--- src/cdc_defs.svh ---
// constants of the cascadable codec serial port: offsets, fields, resets, timing
//
// Summary of operation
// - loop-back: each output word draws one input word
// - program mode output words carry no conversion data
// - third register 0x01 powers up analog section
// - data mode: valid ADC out, inputs are DAC
// - first register 0x03 selects mixed mode
// - second register sets serial clock, sample rate
// - fourth register sets encoder channel gain
// - mixed mode DAC word loads DAC register
// - every codec raises output sync on sample (here only when the transmitter is idle; a sample during a word is dropped)
// - nonzero address: decrement and forward word
// - words not for us pass on unchanged
// - zero address word updates own register
// - first register holds device count and mode
// - data mode: count syncs, load DAC on match
// - before count matches, forward current word onward
// - after DAC load, sync counter returns to zero
// - mixed mode: word MSB picks DAC or control
// - mixed mode: only DAC words advance counter
// - addressed read returns selected register contents
`ifndef CDC_DEFS_SVH
`define CDC_DEFS_SVH

// apb byte offsets of the four control registers, the status word and the DAC word
`define CDC_OFS_MODE 8'h00
`define CDC_OFS_RATE 8'h04
`define CDC_OFS_POWER 8'h08
`define CDC_OFS_GAIN 8'h0c
`define CDC_OFS_STATUS 8'h10
`define CDC_OFS_DAC 8'h14

// reset values of the control registers
`define CDC_MODE_RST 8'h00
`define CDC_RATE_RST 8'h00
`define CDC_POWER_RST 8'h00
`define CDC_GAIN_RST 8'h00

// mode_control_reg fields
`define CDC_MODE_PGM 0
`define CDC_MODE_MIX 1
`define CDC_MODE_CNT_HI 6
`define CDC_MODE_CNT_LO 4
`define CDC_MODE_CEE 7

// clock_rate_reg fields
`define CDC_RATE_MDIV_HI 1
`define CDC_RATE_MDIV_LO 0
`define CDC_RATE_SDIV_HI 3
`define CDC_RATE_SDIV_LO 2
`define CDC_RATE_SMP_HI 5
`define CDC_RATE_SMP_LO 4

// power and gain fields
`define CDC_POWER_UP 0
`define CDC_GAIN_HI 2
`define CDC_GAIN_LO 0

// serial word fields
`define CDC_W_CTRL 15
`define CDC_W_READ 14
`define CDC_W_ADDR_HI 13
`define CDC_W_ADDR_LO 11
`define CDC_W_SEL_HI 10
`define CDC_W_SEL_LO 8
`define CDC_W_DATA_HI 7

// timing: serial clocks per sample period at the fastest rate code 0, and bits per serial word
`define CDC_SAMPLE_BASE 11'd256
`define CDC_WORD_BITS 5'd16

`endif

--- src/cdc_pkg.sv ---
// types shared by the codec serial port modules
package cdc_pkg;
	// one serial word
	typedef logic [15:0] cdcWord_t;
	// transmit sequencer, one-hot
	typedef enum logic [2:0] {
		TX_IDLE = 3'b001,
		TX_SYNC = 3'b010,
		TX_SHIFT = 3'b100
	} cdcTxState_t;
	// receive sequencer, one-hot
	typedef enum logic [1:0] {
		RX_IDLE = 2'b01,
		RX_SHIFT = 2'b10
	} cdcRxState_t;
endpackage

--- src/cdc_clk_if.sv ---
// rate settings out to the clock generator and its ticks back
`timescale 1ns/10ps
interface cdc_clk_if;
	logic [1:0] mclkDiv; // master clock divider code
	logic [1:0] sclkDiv; // serial clock divider code
	logic [1:0] sampleSel; // sample period code
	logic sclkTick; // one sys_clk pulse at each serial clock rise
	logic sampleTick; // one pulse, coincides with a sclkTick
	logic sclkLevel; // serial clock level, from a flop
	modport gen (input mclkDiv, input sclkDiv, input sampleSel,
		output sclkTick, output sampleTick, output sclkLevel);
	modport port (output mclkDiv, output sclkDiv, output sampleSel,
		input sclkTick, input sampleTick, input sclkLevel);
endinterface

--- src/cdc_clkgen.sv ---
// serial clock and sample event generator
`timescale 1ns/10ps
`include "cdc_defs.svh"
module cdc_clkgen (
	// system
	input wire logic sys_clk,
	input wire logic reset_n,
	// rates and ticks
	cdc_clk_if.gen clk
);
	import cdc_pkg::*;

	logic [3:0] divCnt_q, divCnt_d; // sys cycles within a half period
	logic level_q, level_d; // serial clock level
	logic [10:0] smpCnt_q, smpCnt_d; // serial clocks within a sample
	logic [1:0] dmDiv; // master divide ratio, code 0 acts as 1
	logic [2:0] sHalf; // half of the serial divide ratio
	logic [3:0] halfLen; // sys cycles per half period
	logic [10:0] smpLen; // serial clocks per sample period
	logic rise; // level about to go high

	// ratio table: divider 1 with code 0 gives DIVIDED_MASTER_CLOCK/8
	always_comb begin
		dmDiv = (clk.mclkDiv == 2'd0) ? 2'd1 : clk.mclkDiv;
		case (clk.sclkDiv)
			2'd0: sHalf = 3'd4;
			2'd1: sHalf = 3'd2;
			default: sHalf = 3'd1; // codes 2 and 3 both give /2
		endcase
		// widen both factors first: divide 3 times half 4 needs all four bits
		halfLen = 4'(dmDiv) * 4'(sHalf);
		smpLen = `CDC_SAMPLE_BASE << clk.sampleSel;
	end

	// half-period counter and sample counter
	always_comb begin
		divCnt_d = divCnt_q + 4'd1;
		level_d = level_q;
		smpCnt_d = smpCnt_q;
		rise = 1'b0;
		if (divCnt_q >= halfLen - 4'd1) begin
			divCnt_d = 4'd0;
			level_d = ~level_q;
			rise = ~level_q;
		end
		if (rise) begin
			// a period change applies at once, to the period in progress
			smpCnt_d = (smpCnt_q >= smpLen - 11'd1) ? 11'd0 : smpCnt_q + 11'd1;
		end
	end

	// registers only
	always_ff @(posedge sys_clk or negedge reset_n) begin
		if (!reset_n) begin
			divCnt_q <= 4'd0;
			level_q <= 1'b0;
			smpCnt_q <= 11'd0;
		end else begin
			divCnt_q <= divCnt_d;
			level_q <= level_d;
			smpCnt_q <= smpCnt_d;
		end
	end

	assign clk.sclkLevel = level_q;
	assign clk.sclkTick = rise;
	assign clk.sampleTick = rise && (smpCnt_q == 11'd0);
endmodule

--- src/cdc_serial_port.sv ---
// serial port control of the cascadable codec with apb register access
//
// The implementer's own choices: the APB interface to the registers and the address map.
`timescale 1ns/10ps
`include "cdc_defs.svh"
module cdc_serial_port (
	// system
	input wire logic sys_clk,
	input wire logic reset_n,
	// apb slave
	input wire logic psel,
	input wire logic penable,
	input wire logic pwrite,
	input wire logic [7:0] paddr,
	input wire logic [31:0] pwdata,
	output logic [31:0] prdata,
	output logic pready,
	output logic pslverr,
	// serial link
	output logic serialClock,
	output logic outFrameSync,
	output logic serialOut,
	input wire logic inFrameSync,
	input wire logic serialIn,
	// converter side
	input wire cdc_pkg::cdcWord_t adcData,
	output logic adcSampleStrobe,
	output cdc_pkg::cdcWord_t dacData,
	output logic dacLoad,
	output logic analogPowerUp,
	output logic [2:0] adcGain
);
	import cdc_pkg::*;

	cdc_clk_if clk ();

	// control registers: 0 mode, 1 rate, 2 power, 3 gain
	logic [7:0] regs_q [4];
	logic [7:0] regs_d [4];
	logic [31:0] prdata_q, prdata_d; // read data captured in setup
	// receive side
	cdcRxState_t rxState_q, rxState_d;
	cdcWord_t rxShift_q, rxShift_d;
	logic [4:0] rxCnt_q, rxCnt_d;
	logic rxDone; // a full word has arrived this cycle
	// transmit side
	cdcTxState_t txState_q, txState_d;
	cdcWord_t txShift_q, txShift_d;
	logic [4:0] txCnt_q, txCnt_d;
	logic ofs_q, ofs_d;
	logic sout_q, sout_d;
	logic pend_q, pend_d; // one forwarded word waiting for a slot
	cdcWord_t pendWord_q, pendWord_d;
	// word routing
	logic [3:0] fsCnt_q, fsCnt_d; // frame sync counter for DAC routing
	cdcWord_t dac_q, dac_d;
	logic dacLoad_q, dacLoad_d;
	logic fwdReq; // word to go downstream
	cdcWord_t fwdWord;
	logic ctrlWrite; // addressed control write
	logic [2:0] ctrlSel;
	logic [7:0] ctrlData;
	// decoded fields
	logic pgmData, mixed, echoEn;
	logic [3:0] devCount;
	logic isCtrl, isDac;
	logic [2:0] wAddr, wSel;
	logic [7:0] selVal;
	logic apbWr, apbRd;

	assign pgmData = regs_q[0][`CDC_MODE_PGM];
	assign mixed = regs_q[0][`CDC_MODE_MIX];
	assign echoEn = regs_q[0][`CDC_MODE_CEE];
	// a zero count field stands for a full cascade of eight
	assign devCount = (regs_q[0][`CDC_MODE_CNT_HI:`CDC_MODE_CNT_LO] == 3'd0) ? 4'd8 :
		{1'b0, regs_q[0][`CDC_MODE_CNT_HI:`CDC_MODE_CNT_LO]};
	assign wAddr = rxShift_q[`CDC_W_ADDR_HI:`CDC_W_ADDR_LO];
	assign wSel = rxShift_q[`CDC_W_SEL_HI:`CDC_W_SEL_LO];

	// rate settings to the generator, analog controls out
	assign clk.mclkDiv = regs_q[1][`CDC_RATE_MDIV_HI:`CDC_RATE_MDIV_LO];
	assign clk.sclkDiv = regs_q[1][`CDC_RATE_SDIV_HI:`CDC_RATE_SDIV_LO];
	assign clk.sampleSel = regs_q[1][`CDC_RATE_SMP_HI:`CDC_RATE_SMP_LO];
	assign analogPowerUp = regs_q[2][`CDC_POWER_UP];
	assign adcGain = regs_q[3][`CDC_GAIN_HI:`CDC_GAIN_LO];
	assign serialClock = clk.sclkLevel;
	assign adcSampleStrobe = clk.sampleTick;

	cdc_clkgen u_clkgen (
		.sys_clk(sys_clk),
		.reset_n(reset_n),
		.clk(clk)
	);

	// apb: zero wait states, read data registered during setup
	assign apbWr = psel && penable && pwrite;
	assign apbRd = psel && !penable && !pwrite;
	assign pready = psel && penable;
	assign pslverr = psel && penable && (paddr > `CDC_OFS_DAC || paddr[1:0] != 2'b00);
	assign prdata = prdata_q;

	always_comb begin
		prdata_d = prdata_q;
		if (apbRd) begin
			case (paddr)
				`CDC_OFS_MODE: prdata_d = {24'h000000, regs_q[0]};
				`CDC_OFS_RATE: prdata_d = {24'h000000, regs_q[1]};
				`CDC_OFS_POWER: prdata_d = {24'h000000, regs_q[2]};
				`CDC_OFS_GAIN: prdata_d = {24'h000000, regs_q[3]};
				// status: counter, busy flags, pending word
				`CDC_OFS_STATUS: prdata_d = {20'h00000, fsCnt_q, 2'b00, pend_q,
					txState_q != TX_IDLE, rxState_q != RX_IDLE, 1'b0, mixed, pgmData};
				`CDC_OFS_DAC: prdata_d = {16'h0000, dac_q};
				default: prdata_d = 32'h00000000;
			endcase
		end
	end

	// selected register value for an addressed read
	always_comb begin
		selVal = 8'h00;
		if (wSel < 3'd4) begin
			selVal = regs_q[wSel[1:0]];
		end
	end

	// word routing: control, DAC or pass-through
	always_comb begin
		fwdReq = 1'b0;
		fwdWord = rxShift_q;
		ctrlWrite = 1'b0;
		ctrlSel = wSel;
		ctrlData = rxShift_q[`CDC_W_DATA_HI:0];
		fsCnt_d = fsCnt_q;
		dac_d = dac_q;
		dacLoad_d = 1'b0;
		// program mode has no DAC words and, like mixed, takes a word as control only with the MSB set
		isCtrl = rxShift_q[`CDC_W_CTRL] && (!pgmData || mixed);
		isDac = pgmData && (!mixed || !rxShift_q[`CDC_W_CTRL]);
		if (rxDone) begin
			if (isDac) begin
				// only DAC words move the counter
				if (fsCnt_q + 4'd1 == devCount) begin
					dac_d = rxShift_q;
					dacLoad_d = 1'b1;
					fsCnt_d = 4'd0;
				end else begin
					fsCnt_d = fsCnt_q + 4'd1;
					fwdReq = 1'b1;
				end
			end else if (isCtrl && wAddr != 3'd0) begin
				fwdWord[`CDC_W_ADDR_HI:`CDC_W_ADDR_LO] = wAddr - 3'd1;
				fwdReq = 1'b1;
			end else if (isCtrl && rxShift_q[`CDC_W_READ]) begin
				fwdWord = {rxShift_q[15:8], selVal};
				fwdReq = 1'b1;
			end else if (isCtrl) begin
				ctrlWrite = (wSel < 3'd4);
				fwdReq = echoEn;
			end else begin
				fwdReq = 1'b1;
			end
		end
	end

	// register file: a serial write lands after an apb write and wins
	always_comb begin
		for (int i = 0; i < 4; i++) begin
			regs_d[i] = regs_q[i];
		end
		if (apbWr && paddr <= `CDC_OFS_GAIN && paddr[1:0] == 2'b00) begin
			regs_d[paddr[3:2]] = pwdata[7:0];
		end
		if (ctrlWrite) begin
			regs_d[ctrlSel[1:0]] = ctrlData;
		end
	end

	// one flop group per control register
	for (genvar g = 0; g < 4; g++) begin : g_reg
		always_ff @(posedge sys_clk or negedge reset_n) begin
			if (!reset_n) begin
				regs_q[g] <= (g == 0) ? `CDC_MODE_RST : (g == 1) ? `CDC_RATE_RST :
					(g == 2) ? `CDC_POWER_RST : `CDC_GAIN_RST;
			end else begin
				regs_q[g] <= regs_d[g];
			end
		end
	end

	// receive: sync seen on one serial clock, 16 bits on the next 16
	always_comb begin
		rxState_d = rxState_q;
		rxShift_d = rxShift_q;
		rxCnt_d = rxCnt_q;
		rxDone = 1'b0;
		case (rxState_q)
			RX_IDLE: begin
				if (clk.sclkTick && inFrameSync) begin
					rxState_d = RX_SHIFT;
					rxCnt_d = 5'd0;
				end
			end
			RX_SHIFT: begin
				if (clk.sclkTick) begin
					rxShift_d = {rxShift_q[14:0], serialIn};
					rxCnt_d = rxCnt_q + 5'd1;
					if (rxCnt_q == `CDC_WORD_BITS - 5'd1) begin
						rxState_d = RX_IDLE;
					end
				end
			end
			default: rxState_d = RX_IDLE;
		endcase
		// the word is complete one cycle after the last bit is taken
		if (rxState_q == RX_IDLE && rxCnt_q == `CDC_WORD_BITS) begin
			rxDone = 1'b1;
			rxCnt_d = 5'd0;
		end
	end

	always_ff @(posedge sys_clk or negedge reset_n) begin
		if (!reset_n) begin
			rxState_q <= RX_IDLE;
			rxShift_q <= 16'h0000;
			rxCnt_q <= 5'd0;
		end else begin
			rxState_q <= rxState_d;
			rxShift_q <= rxShift_d;
			rxCnt_q <= rxCnt_d;
		end
	end

	// transmit: sample words take priority, forwarded words wait one deep
	always_comb begin
		txState_d = txState_q;
		txShift_d = txShift_q;
		txCnt_d = txCnt_q;
		ofs_d = ofs_q;
		sout_d = sout_q;
		pend_d = pend_q;
		pendWord_d = pendWord_q;
		if (fwdReq) begin
			// a second word before the first leaves overwrites it
			pend_d = 1'b1;
			pendWord_d = fwdWord;
		end
		if (clk.sclkTick) begin
			case (txState_q)
				TX_IDLE: begin
					if (clk.sampleTick) begin
						// program mode words hold no conversion data
						txShift_d = pgmData ? adcData : 16'h0000;
						ofs_d = 1'b1;
						txState_d = TX_SYNC;
					end else if (pend_q) begin
						txShift_d = pendWord_q;
						pend_d = fwdReq;
						ofs_d = 1'b1;
						txState_d = TX_SYNC;
					end
				end
				TX_SYNC: begin
					ofs_d = 1'b0;
					sout_d = txShift_q[15];
					txShift_d = {txShift_q[14:0], 1'b0};
					txCnt_d = 5'd1;
					txState_d = TX_SHIFT;
				end
				TX_SHIFT: begin
					if (txCnt_q == `CDC_WORD_BITS) begin
						sout_d = 1'b0;
						txState_d = TX_IDLE;
					end else begin
						sout_d = txShift_q[15];
						txShift_d = {txShift_q[14:0], 1'b0};
						txCnt_d = txCnt_q + 5'd1;
					end
				end
				default: txState_d = TX_IDLE;
			endcase
		end
	end

	always_ff @(posedge sys_clk or negedge reset_n) begin
		if (!reset_n) begin
			txState_q <= TX_IDLE;
			txShift_q <= 16'h0000;
			txCnt_q <= 5'd0;
			ofs_q <= 1'b0;
			sout_q <= 1'b0;
			pend_q <= 1'b0;
			pendWord_q <= 16'h0000;
		end else begin
			txState_q <= txState_d;
			txShift_q <= txShift_d;
			txCnt_q <= txCnt_d;
			ofs_q <= ofs_d;
			sout_q <= sout_d;
			pend_q <= pend_d;
			pendWord_q <= pendWord_d;
		end
	end

	// routing state and apb read data
	always_ff @(posedge sys_clk or negedge reset_n) begin
		if (!reset_n) begin
			fsCnt_q <= 4'd0;
			dac_q <= 16'h0000;
			dacLoad_q <= 1'b0;
			prdata_q <= 32'h00000000;
		end else begin
			fsCnt_q <= fsCnt_d;
			dac_q <= dac_d;
			dacLoad_q <= dacLoad_d;
			prdata_q <= prdata_d;
		end
	end

	assign outFrameSync = ofs_q;
	assign serialOut = sout_q;
	assign dacData = dac_q;
	assign dacLoad = dacLoad_q;
endmodule

--- config.mk ---
export PLATFORM = sky130hd
export DESIGN_NAME = cdc_serial_port
export DESIGN_NICKNAME = d
export VERILOG_FILES = /design/src/cdc_pkg.sv /design/src/cdc_clk_if.sv /design/src/cdc_clkgen.sv /design/src/cdc_serial_port.sv
export VERILOG_INCLUDE_DIRS = /design/src
export SDC_FILE = /design/constraint.sdc
export NUM_CORES = 1
export LEC_CHECK = 0
export BUFFER_PORTS_ARGS = -buffer_cell sky130_fd_sc_hd__buf_4
export CAP_MARGIN = 25
export CORE_MARGIN = 8
export CORE_UTILIZATION = 33
export CTS_CLUSTER_DIAMETER = 150
export DETAILED_ROUTE_END_ITERATION = 12
export REMOVE_ABC_BUFFERS = 1
export SYNTH_ARGS = -nofsm -noshare
export SYNTH_HDL_FRONTEND = slang
export SYNTH_SLANG_ARGS = --single-unit
--- constraint.sdc ---
create_clock -name sys_clk -period 10.3 [get_ports sys_clk]
set_input_delay 1.545 -clock sys_clk [delete_from_list [all_inputs] [get_ports sys_clk]]
set_output_delay 1.545 -clock sys_clk [all_outputs]
set_load 0.02 [all_outputs]
# Yosys cells after proc, flatten, opt, wreduce, memory -nomap -nowiden
# Cells that the tools add are included.
totals:
  latch_bits: 0
  inputBits: 63
  memories: 0
  mem_bits_ro: 0
  ramBits: 0
  word_cells: 183
  register_bits: 167
  output_inout_bits: 59
classes:
  n_shift: 1
  addsub: 8
  n_reduce_logical: 46
  n_eq_ne: 25
  multipliers: 1
  bitwise: 3
  div: 0
  order_cmp: 9
  muxes: 69
ops:
  columns: ["op", "count"]
  rows:
  - ["one-hot mux 16 bit (6 select lines)", 1]
  - ["bitwise mux 32 bit", 2]
  - ["two-way mux 16 bit", 4]
  - ["two-way mux 32 bit", 2]
  - ["two-way mux 8 bit", 7]
  - ["one-hot mux 16 bit (3 select lines)", 1]
  - ["demux 8 bit (select 2 bit)", 2]
  - ["two-way mux 14 bit", 2]
  - ["two-way mux 1 bit", 24]
  - ["two-way mux 5 bit", 4]
  - ["one-hot mux 5 bit (2 select lines)", 2]
  - ["AND reduction 3 bit", 6]
  - ["binary-select mux 8 bit (select 2 bit)", 1]
  - ["== test 8 x 4 -> 1 bit, second input constant", 2]
  - ["== test 8 x 5 -> 1 bit, second input constant", 2]
  - ["logical AND 1 bit", 16]
  - ["two-way mux 3 bit", 4]
  - ["two-way mux 4 bit", 3]
  - ["adder 11 x 1 -> 11 bit, second input constant", 1]
  - ["greater-or-equal comparator 11 bit", 1]
  - ["zero test 11 bit", 1]
  - ["two-way mux 11 bit", 1]
  - ["<< shifter 9 x 2 -> 11 bit, first input constant", 1]
  - ["subtractor 11 x 1 -> 11 bit, second input constant", 1]
  - ["41 further kinds", 71]

# Logic depth before layout (Yosys ltp)
depth:
  word_depth: 13
  mapped_depth: 17
  mapped_depth_nobuf: 15

# Cells and area by module
# Synthesis repeated with hierarchy kept, for this count alone.
hier_totals:
  cells_unflattened: 823
  area_unflattened_um2: 8490.6
modules_own_cells:
  columns: ["mod", "cells_each", "seq_area_each_um2", "area_per_inst_um2", "n_inst"]
  rows:
  - ["cdc_serial_port", 698, 3380.7, 7332.0, 1]
  - ["cdc_clkgen", 125, 400.4, 1158.6, 1]

# Worst setup path before layout
# OpenSTA, ideal clock, no wires.
synth_path:
  path_type: "register to output"
  start: "reg regs_q, in the netlist clk.sclkDiv[1]"
  end: "out adcSampleStrobe"
  path_slack_ns: 5.552
  stages_incl_launch_ff: 17
  required_ns: 8.755
  path_buffers: 2
  t_arrival_ns: 3.203
  path_cell_list: "dfrtp_1 -> nor2b_1 -> nand2_1 -> ha_1 -> inv_1 -> ha_1 -> inv_1 -> fa_1 -> xor2_1 -> xnor2_1 -> ha_1 -> o21ai_0 -> nor2b_1 -> or3_1 -> buf_2 -> buf_2 -> inv_1"
synth_between:
  elab_chain_cells: 7
  elab_cells_between_ends: 8
  classes_between: "1 x add/sub; 1 x mul; 1 x order compare; 1 x eq/ne; 2 x mux; 2 x reduce/logical"
synth_lines:
  columns: ["element", "line", "text"]
  rows:
  - ["start, declared", "cdc_serial_port.sv:38", "logic [7:0] regs_q [4];"]
  - ["start signal, assigned by index", "cdc_serial_port.sv:183", "regs_q[g] <= (g == 0) ? `CDC_MODE_RST : (g == 1) ? `CDC_RATE_RST :"]
  - ["start signal, assigned by index", "cdc_serial_port.sv:186", "regs_q[g] <= regs_d[g];"]
  - ["== test 2 x 1 -> 1 bit or zero test 2 bit (tied branches)", "cdc_clkgen.sv:25", "case (clk.sclkDiv)"]
  - ["one-hot mux 3 bit (2 select lines) (*)", "cdc_clkgen.sv:25", null]
  - ["multiplier 2 x 3 -> 4 bit (*)", "cdc_clkgen.sv:31", "halfLen = 4'(dmDiv) * 4'(sHalf);"]
  - ["subtractor 4 x 1 -> 4 bit (*)", "cdc_clkgen.sv:41", "if (divCnt_q >= halfLen - 4'd1) begin"]
  - ["greater-or-equal comparator 4 bit (*)", "cdc_clkgen.sv:41", null]
  - ["two-way mux 1 bit (*)", "cdc_clkgen.sv:41", null]
  - ["logical AND 1 bit (*)", "cdc_clkgen.sv:67", "assign clk.sampleTick = rise && (smpCnt_q == 11'd0);"]
  - ["end, declared", "cdc_serial_port.sv:27", "output logic adcSampleStrobe,"]
# Mark *: on every way between the ends. The rest lies on a longest branch, timed or not.

# Worst setup path after layout
layout_path:
  start: "reg regs_q, in the netlist clk.sclkDiv[0]"
  end: "out adcSampleStrobe"
# Same word-level chain as after synthesis.

==> qor.csv <==
metric,value,unit
timing_max_transition_violations_final,0,
max-clock-path-buffers,2,
ioPinCount,122,
synthMuxAreaShare,0.1706,
routed_wl,22.08,mm
globalplace.congestion,0.8157,
port_buffers,81,
clock_root_cell,sky130_fd_sc_hd__clkbuf_16,
unrepaired_setup_endpoints_after_global_routing,false,
critical_path.endpoint_type,output pin,
clkSinkCount,151,
antenna_found_initial,0,
pre_cts_slack,5.342,ns
stdcell_count,1226,
grt_overflow,0,
placed_cell_area,9279,um2
cts_setup_buffers,0,
yosys.area_share.adder,0.03345,
synth_area_leader_cell,sky130_fd_sc_hd__dfrtp_1,
drtIter0Drc,428,
synthArstFlopShare,1.000,
yosysUniqueCellTypes,67,
nets,968,
largest_net_degree_at_the_start_of_global_routing,97,
grt_pass1_wl,35.54,mm
timing.max_slew.rel_slack,0.2802,
final.min_clock_period,5.410,ns
synth_compound_gate_area_share,0.1311,
leakagePower,4.739,nW
critical_path.max_stage_delay,0.45,ns
drc_errors,0,
via_total_after_detailed_routing,6421,
core.rowCount,58,
crit_path_top_delay_cell,sky130_fd_sc_hd__dfrtp_1,
cts_inserted_buffers,17,
cp_data_arrival_time,3.86,ns
path_delay_family,adder cells,
grt_usage,0.1439,
dp_hpwl,15.48,mm
fmax,184.9,MHz
synthCells,818,
drt_pass1_iterations,5,
layout_worst_path_cycle_share,0.5252,
cap_violations,0,
clkSlewWorstSetupHoldPaths,0.07,ns
synth_seq_area_share,0.4472,
synth_largest_type_area_fraction,0.4410,
clk-insertion-delay-late,0.43,ns
synth_top_cells_by_area,"sky130_fd_sc_hd__dfrtp_1, sky130_fd_sc_hd__mux2i_1, sky130_fd_sc_hd__mux2_2",
status,completed,
floorplan.die_area,31000,um2
postLayoutCellArea,9891,um2
final_number_of_setup_violating_endpoints,0,
synth_edf_count,0,
worst_hold_slack,0.4730,ns
crit_fanout,17,
floorplan.die.width,176.1,um
cts_hold_repair.buffers,0,
power.ir.vdd_worst,0.1014,mV
synth-xor-area-share,0.01302,
ctsHtreeMaxLevel,4,
syn-cell-area,8454,um2
area.growth.synth_to_final,16.99,%
fin_worst_skew,0.01354,ns
yosys.area_share.simple,0.1502,
setup_total_negative_slack,0,ns
path_class,reg -> out,
cts_tree,yes,
layout-drive-gt1-share,0.2232,
drtAntennaViolNets,0,
num_antenna_cells,0,
largest_family_of_logic_cells_by_synthesized_area,multiplexers,
number_of_global_route_vias_before_repair,6366,
synth_top_flop_cell,sky130_fd_sc_hd__dfrtp_1,
setup_slack,4.890,ns
worst_ep_required_time,8.76,ns
hold_class,reg -> reg,
critical_path.startpoint_type,flip-flop,
cp.buffers_inverters,5,
design.core.area,25180,um2
synth_warnings,0,
routedWlPerCell,18.01,um
max_slew.worst_pin.slew,1.080,ns
post_synth.cell_area_avg,10.34,um2
dp_cells,1194,
finalHoldViolations,0,
power.density,191.6,nW/um2
routed_via_density,5.237,
floorplan.initialDensity,0.3357,
worstPathCellList,"nor2b_1, nand2_1, ha_1, inv_1, ha_1, inv_1, fa_1, xor2_1, xnor2_1, ha_1, o21ai_0, nor2b_1, or3_1, buf_4, inv_1, buf_4",
cts.repair.resized,0,
ys_seq_elements,151,
vertical_die_dimension,176.1,um
[synthesized netlist by cell type, drive strengths merged (5+ instances only)]
cell type  number
a22o           10
a21o            5
xnor2           6
buf            31
a21oi          55
nor3           12
mux2           52
nand3          21
inv            34
ha             21
nor2          101
nor2b          13
a32o           16
mux4           13
nor4            5
o2bb2ai         9
and3            8
nand2b          8
mux2i          53
nand2          50
nand4          12
a22oi          10
dfrtp         149
nor3b           5
o21ai          32
clkbuf         28
[cell families after synthesis]
group           after synthesis
fa+ha+maj                    22
compound gates              162
simple gates                260
buf+inv                      93
xor+xnor                     11
other cells                   1
mux                         118
flops                       151
[registers in the layout, summed over array words and instances (netlist names), 3 cells and up]
name and flops:
txCnt_q 5, u_clkgen.divCnt_q 4, fsCnt_q 4, adcGain 3, pendWord_q 16, prdata 16, u_clkgen.smpCnt_q 11, txShift_q 16
txState_q 3, regs_q 19, dacData 16, rxShift_q 16, rxCnt_q 5
[where the power goes]
| group | switching (mW) | internal, mW | total, mW |
|---|---|---|---|
| Sequential | 0.0954 | 0.677 | 0.773 |
| Combinational | 0.280 | 0.192 | 0.471 |
| Clock | 0.276 | 0.375 | 0.651 |
| Total | 0.651 | 1.24 | 1.90 |
[final cells by class]
type | count | area [um2]
Fill cell | 2502 | 15290
Multi-Input combinational cell | 589 | 4278
Sequential cell | 151 | 3781
Timing Repair Buffer | 90 | 679.4
Clock buffer | 18 | 439.2
Tap cell | 330 | 412.9
Clock inverter | 14 | 172.7
Inverter | 34 | 127.6
[tightest hold or removal path, cell delays in order, from the launching register on]
cell and delay [ns]:
sky130_fd_sc_hd__dfrtp_1 0.35, sky130_fd_sc_hd__nand2_1 0.05, sky130_fd_sc_hd__nand2_1 0.05
[path summary, 6_finish.rpt]
| path | start | end | slack (ns) | cells after the start |
|---|---|---|---|---|
| worst max-delay path | clk.sclkDiv[0] | adcSampleStrobe | 4.89 | 16 |
| worst min-delay path | prdata[14] | prdata[14] | 0.47 | 2 |
| worst max register to register | clk.sclkDiv[0] | txShift_q[3] | 5.85 | 15 |
| worst min register to register | prdata[14] | prdata[14] | 0.47 | 2 |
| max in group asynchronous | reset_n | prdata[9] | 7.79 | 2 |
| min in group asynchronous | reset_n | u_clkgen.smpCnt_q[0] | 1.22 | 1 |
[layer usage]
layer / vias up / track usage / wire length [um]
met2: 145 / 0.2252 / 10360
li1: 3059 / - / -
met4: 0 / 0.04804 / 352
met5: - / 0 / 0
met1: 3196 / 0.1927 / 10260
met3: 21 / 0.03397 / 1110
[through the flow]
step | power [mW] | util
final | 1.895 | 0.3928
after CTS | 1.912 | 0.3928
after floorplan | 1.079 | -
after detailed placement | 1.257 | 0.3685
after global routing | 2.002 | 0.3928
after global placement | 1.248 | 0.3682
[layout by cell type (no fill, tap or decap), types with 21 or more instances in the layout]
| cell type | n |
|---|---|
| sky130_fd_sc_hd__dfrtp_1 | 149 |
| sky130_fd_sc_hd__nor2_1 | 100 |
| sky130_fd_sc_hd__buf_4 | 89 |
| sky130_fd_sc_hd__mux2i_1 | 53 |
| sky130_fd_sc_hd__a21oi_1 | 53 |
| sky130_fd_sc_hd__nand2_1 | 50 |
| sky130_fd_sc_hd__mux2_2 | 43 |
| sky130_fd_sc_hd__inv_1 | 34 |
| sky130_fd_sc_hd__o21ai_0 | 32 |
| sky130_fd_sc_hd__nand3_1 | 21 |
| sky130_fd_sc_hd__ha_1 | 21 |
No activity file was read; power rests on OpenSTA's default activity.
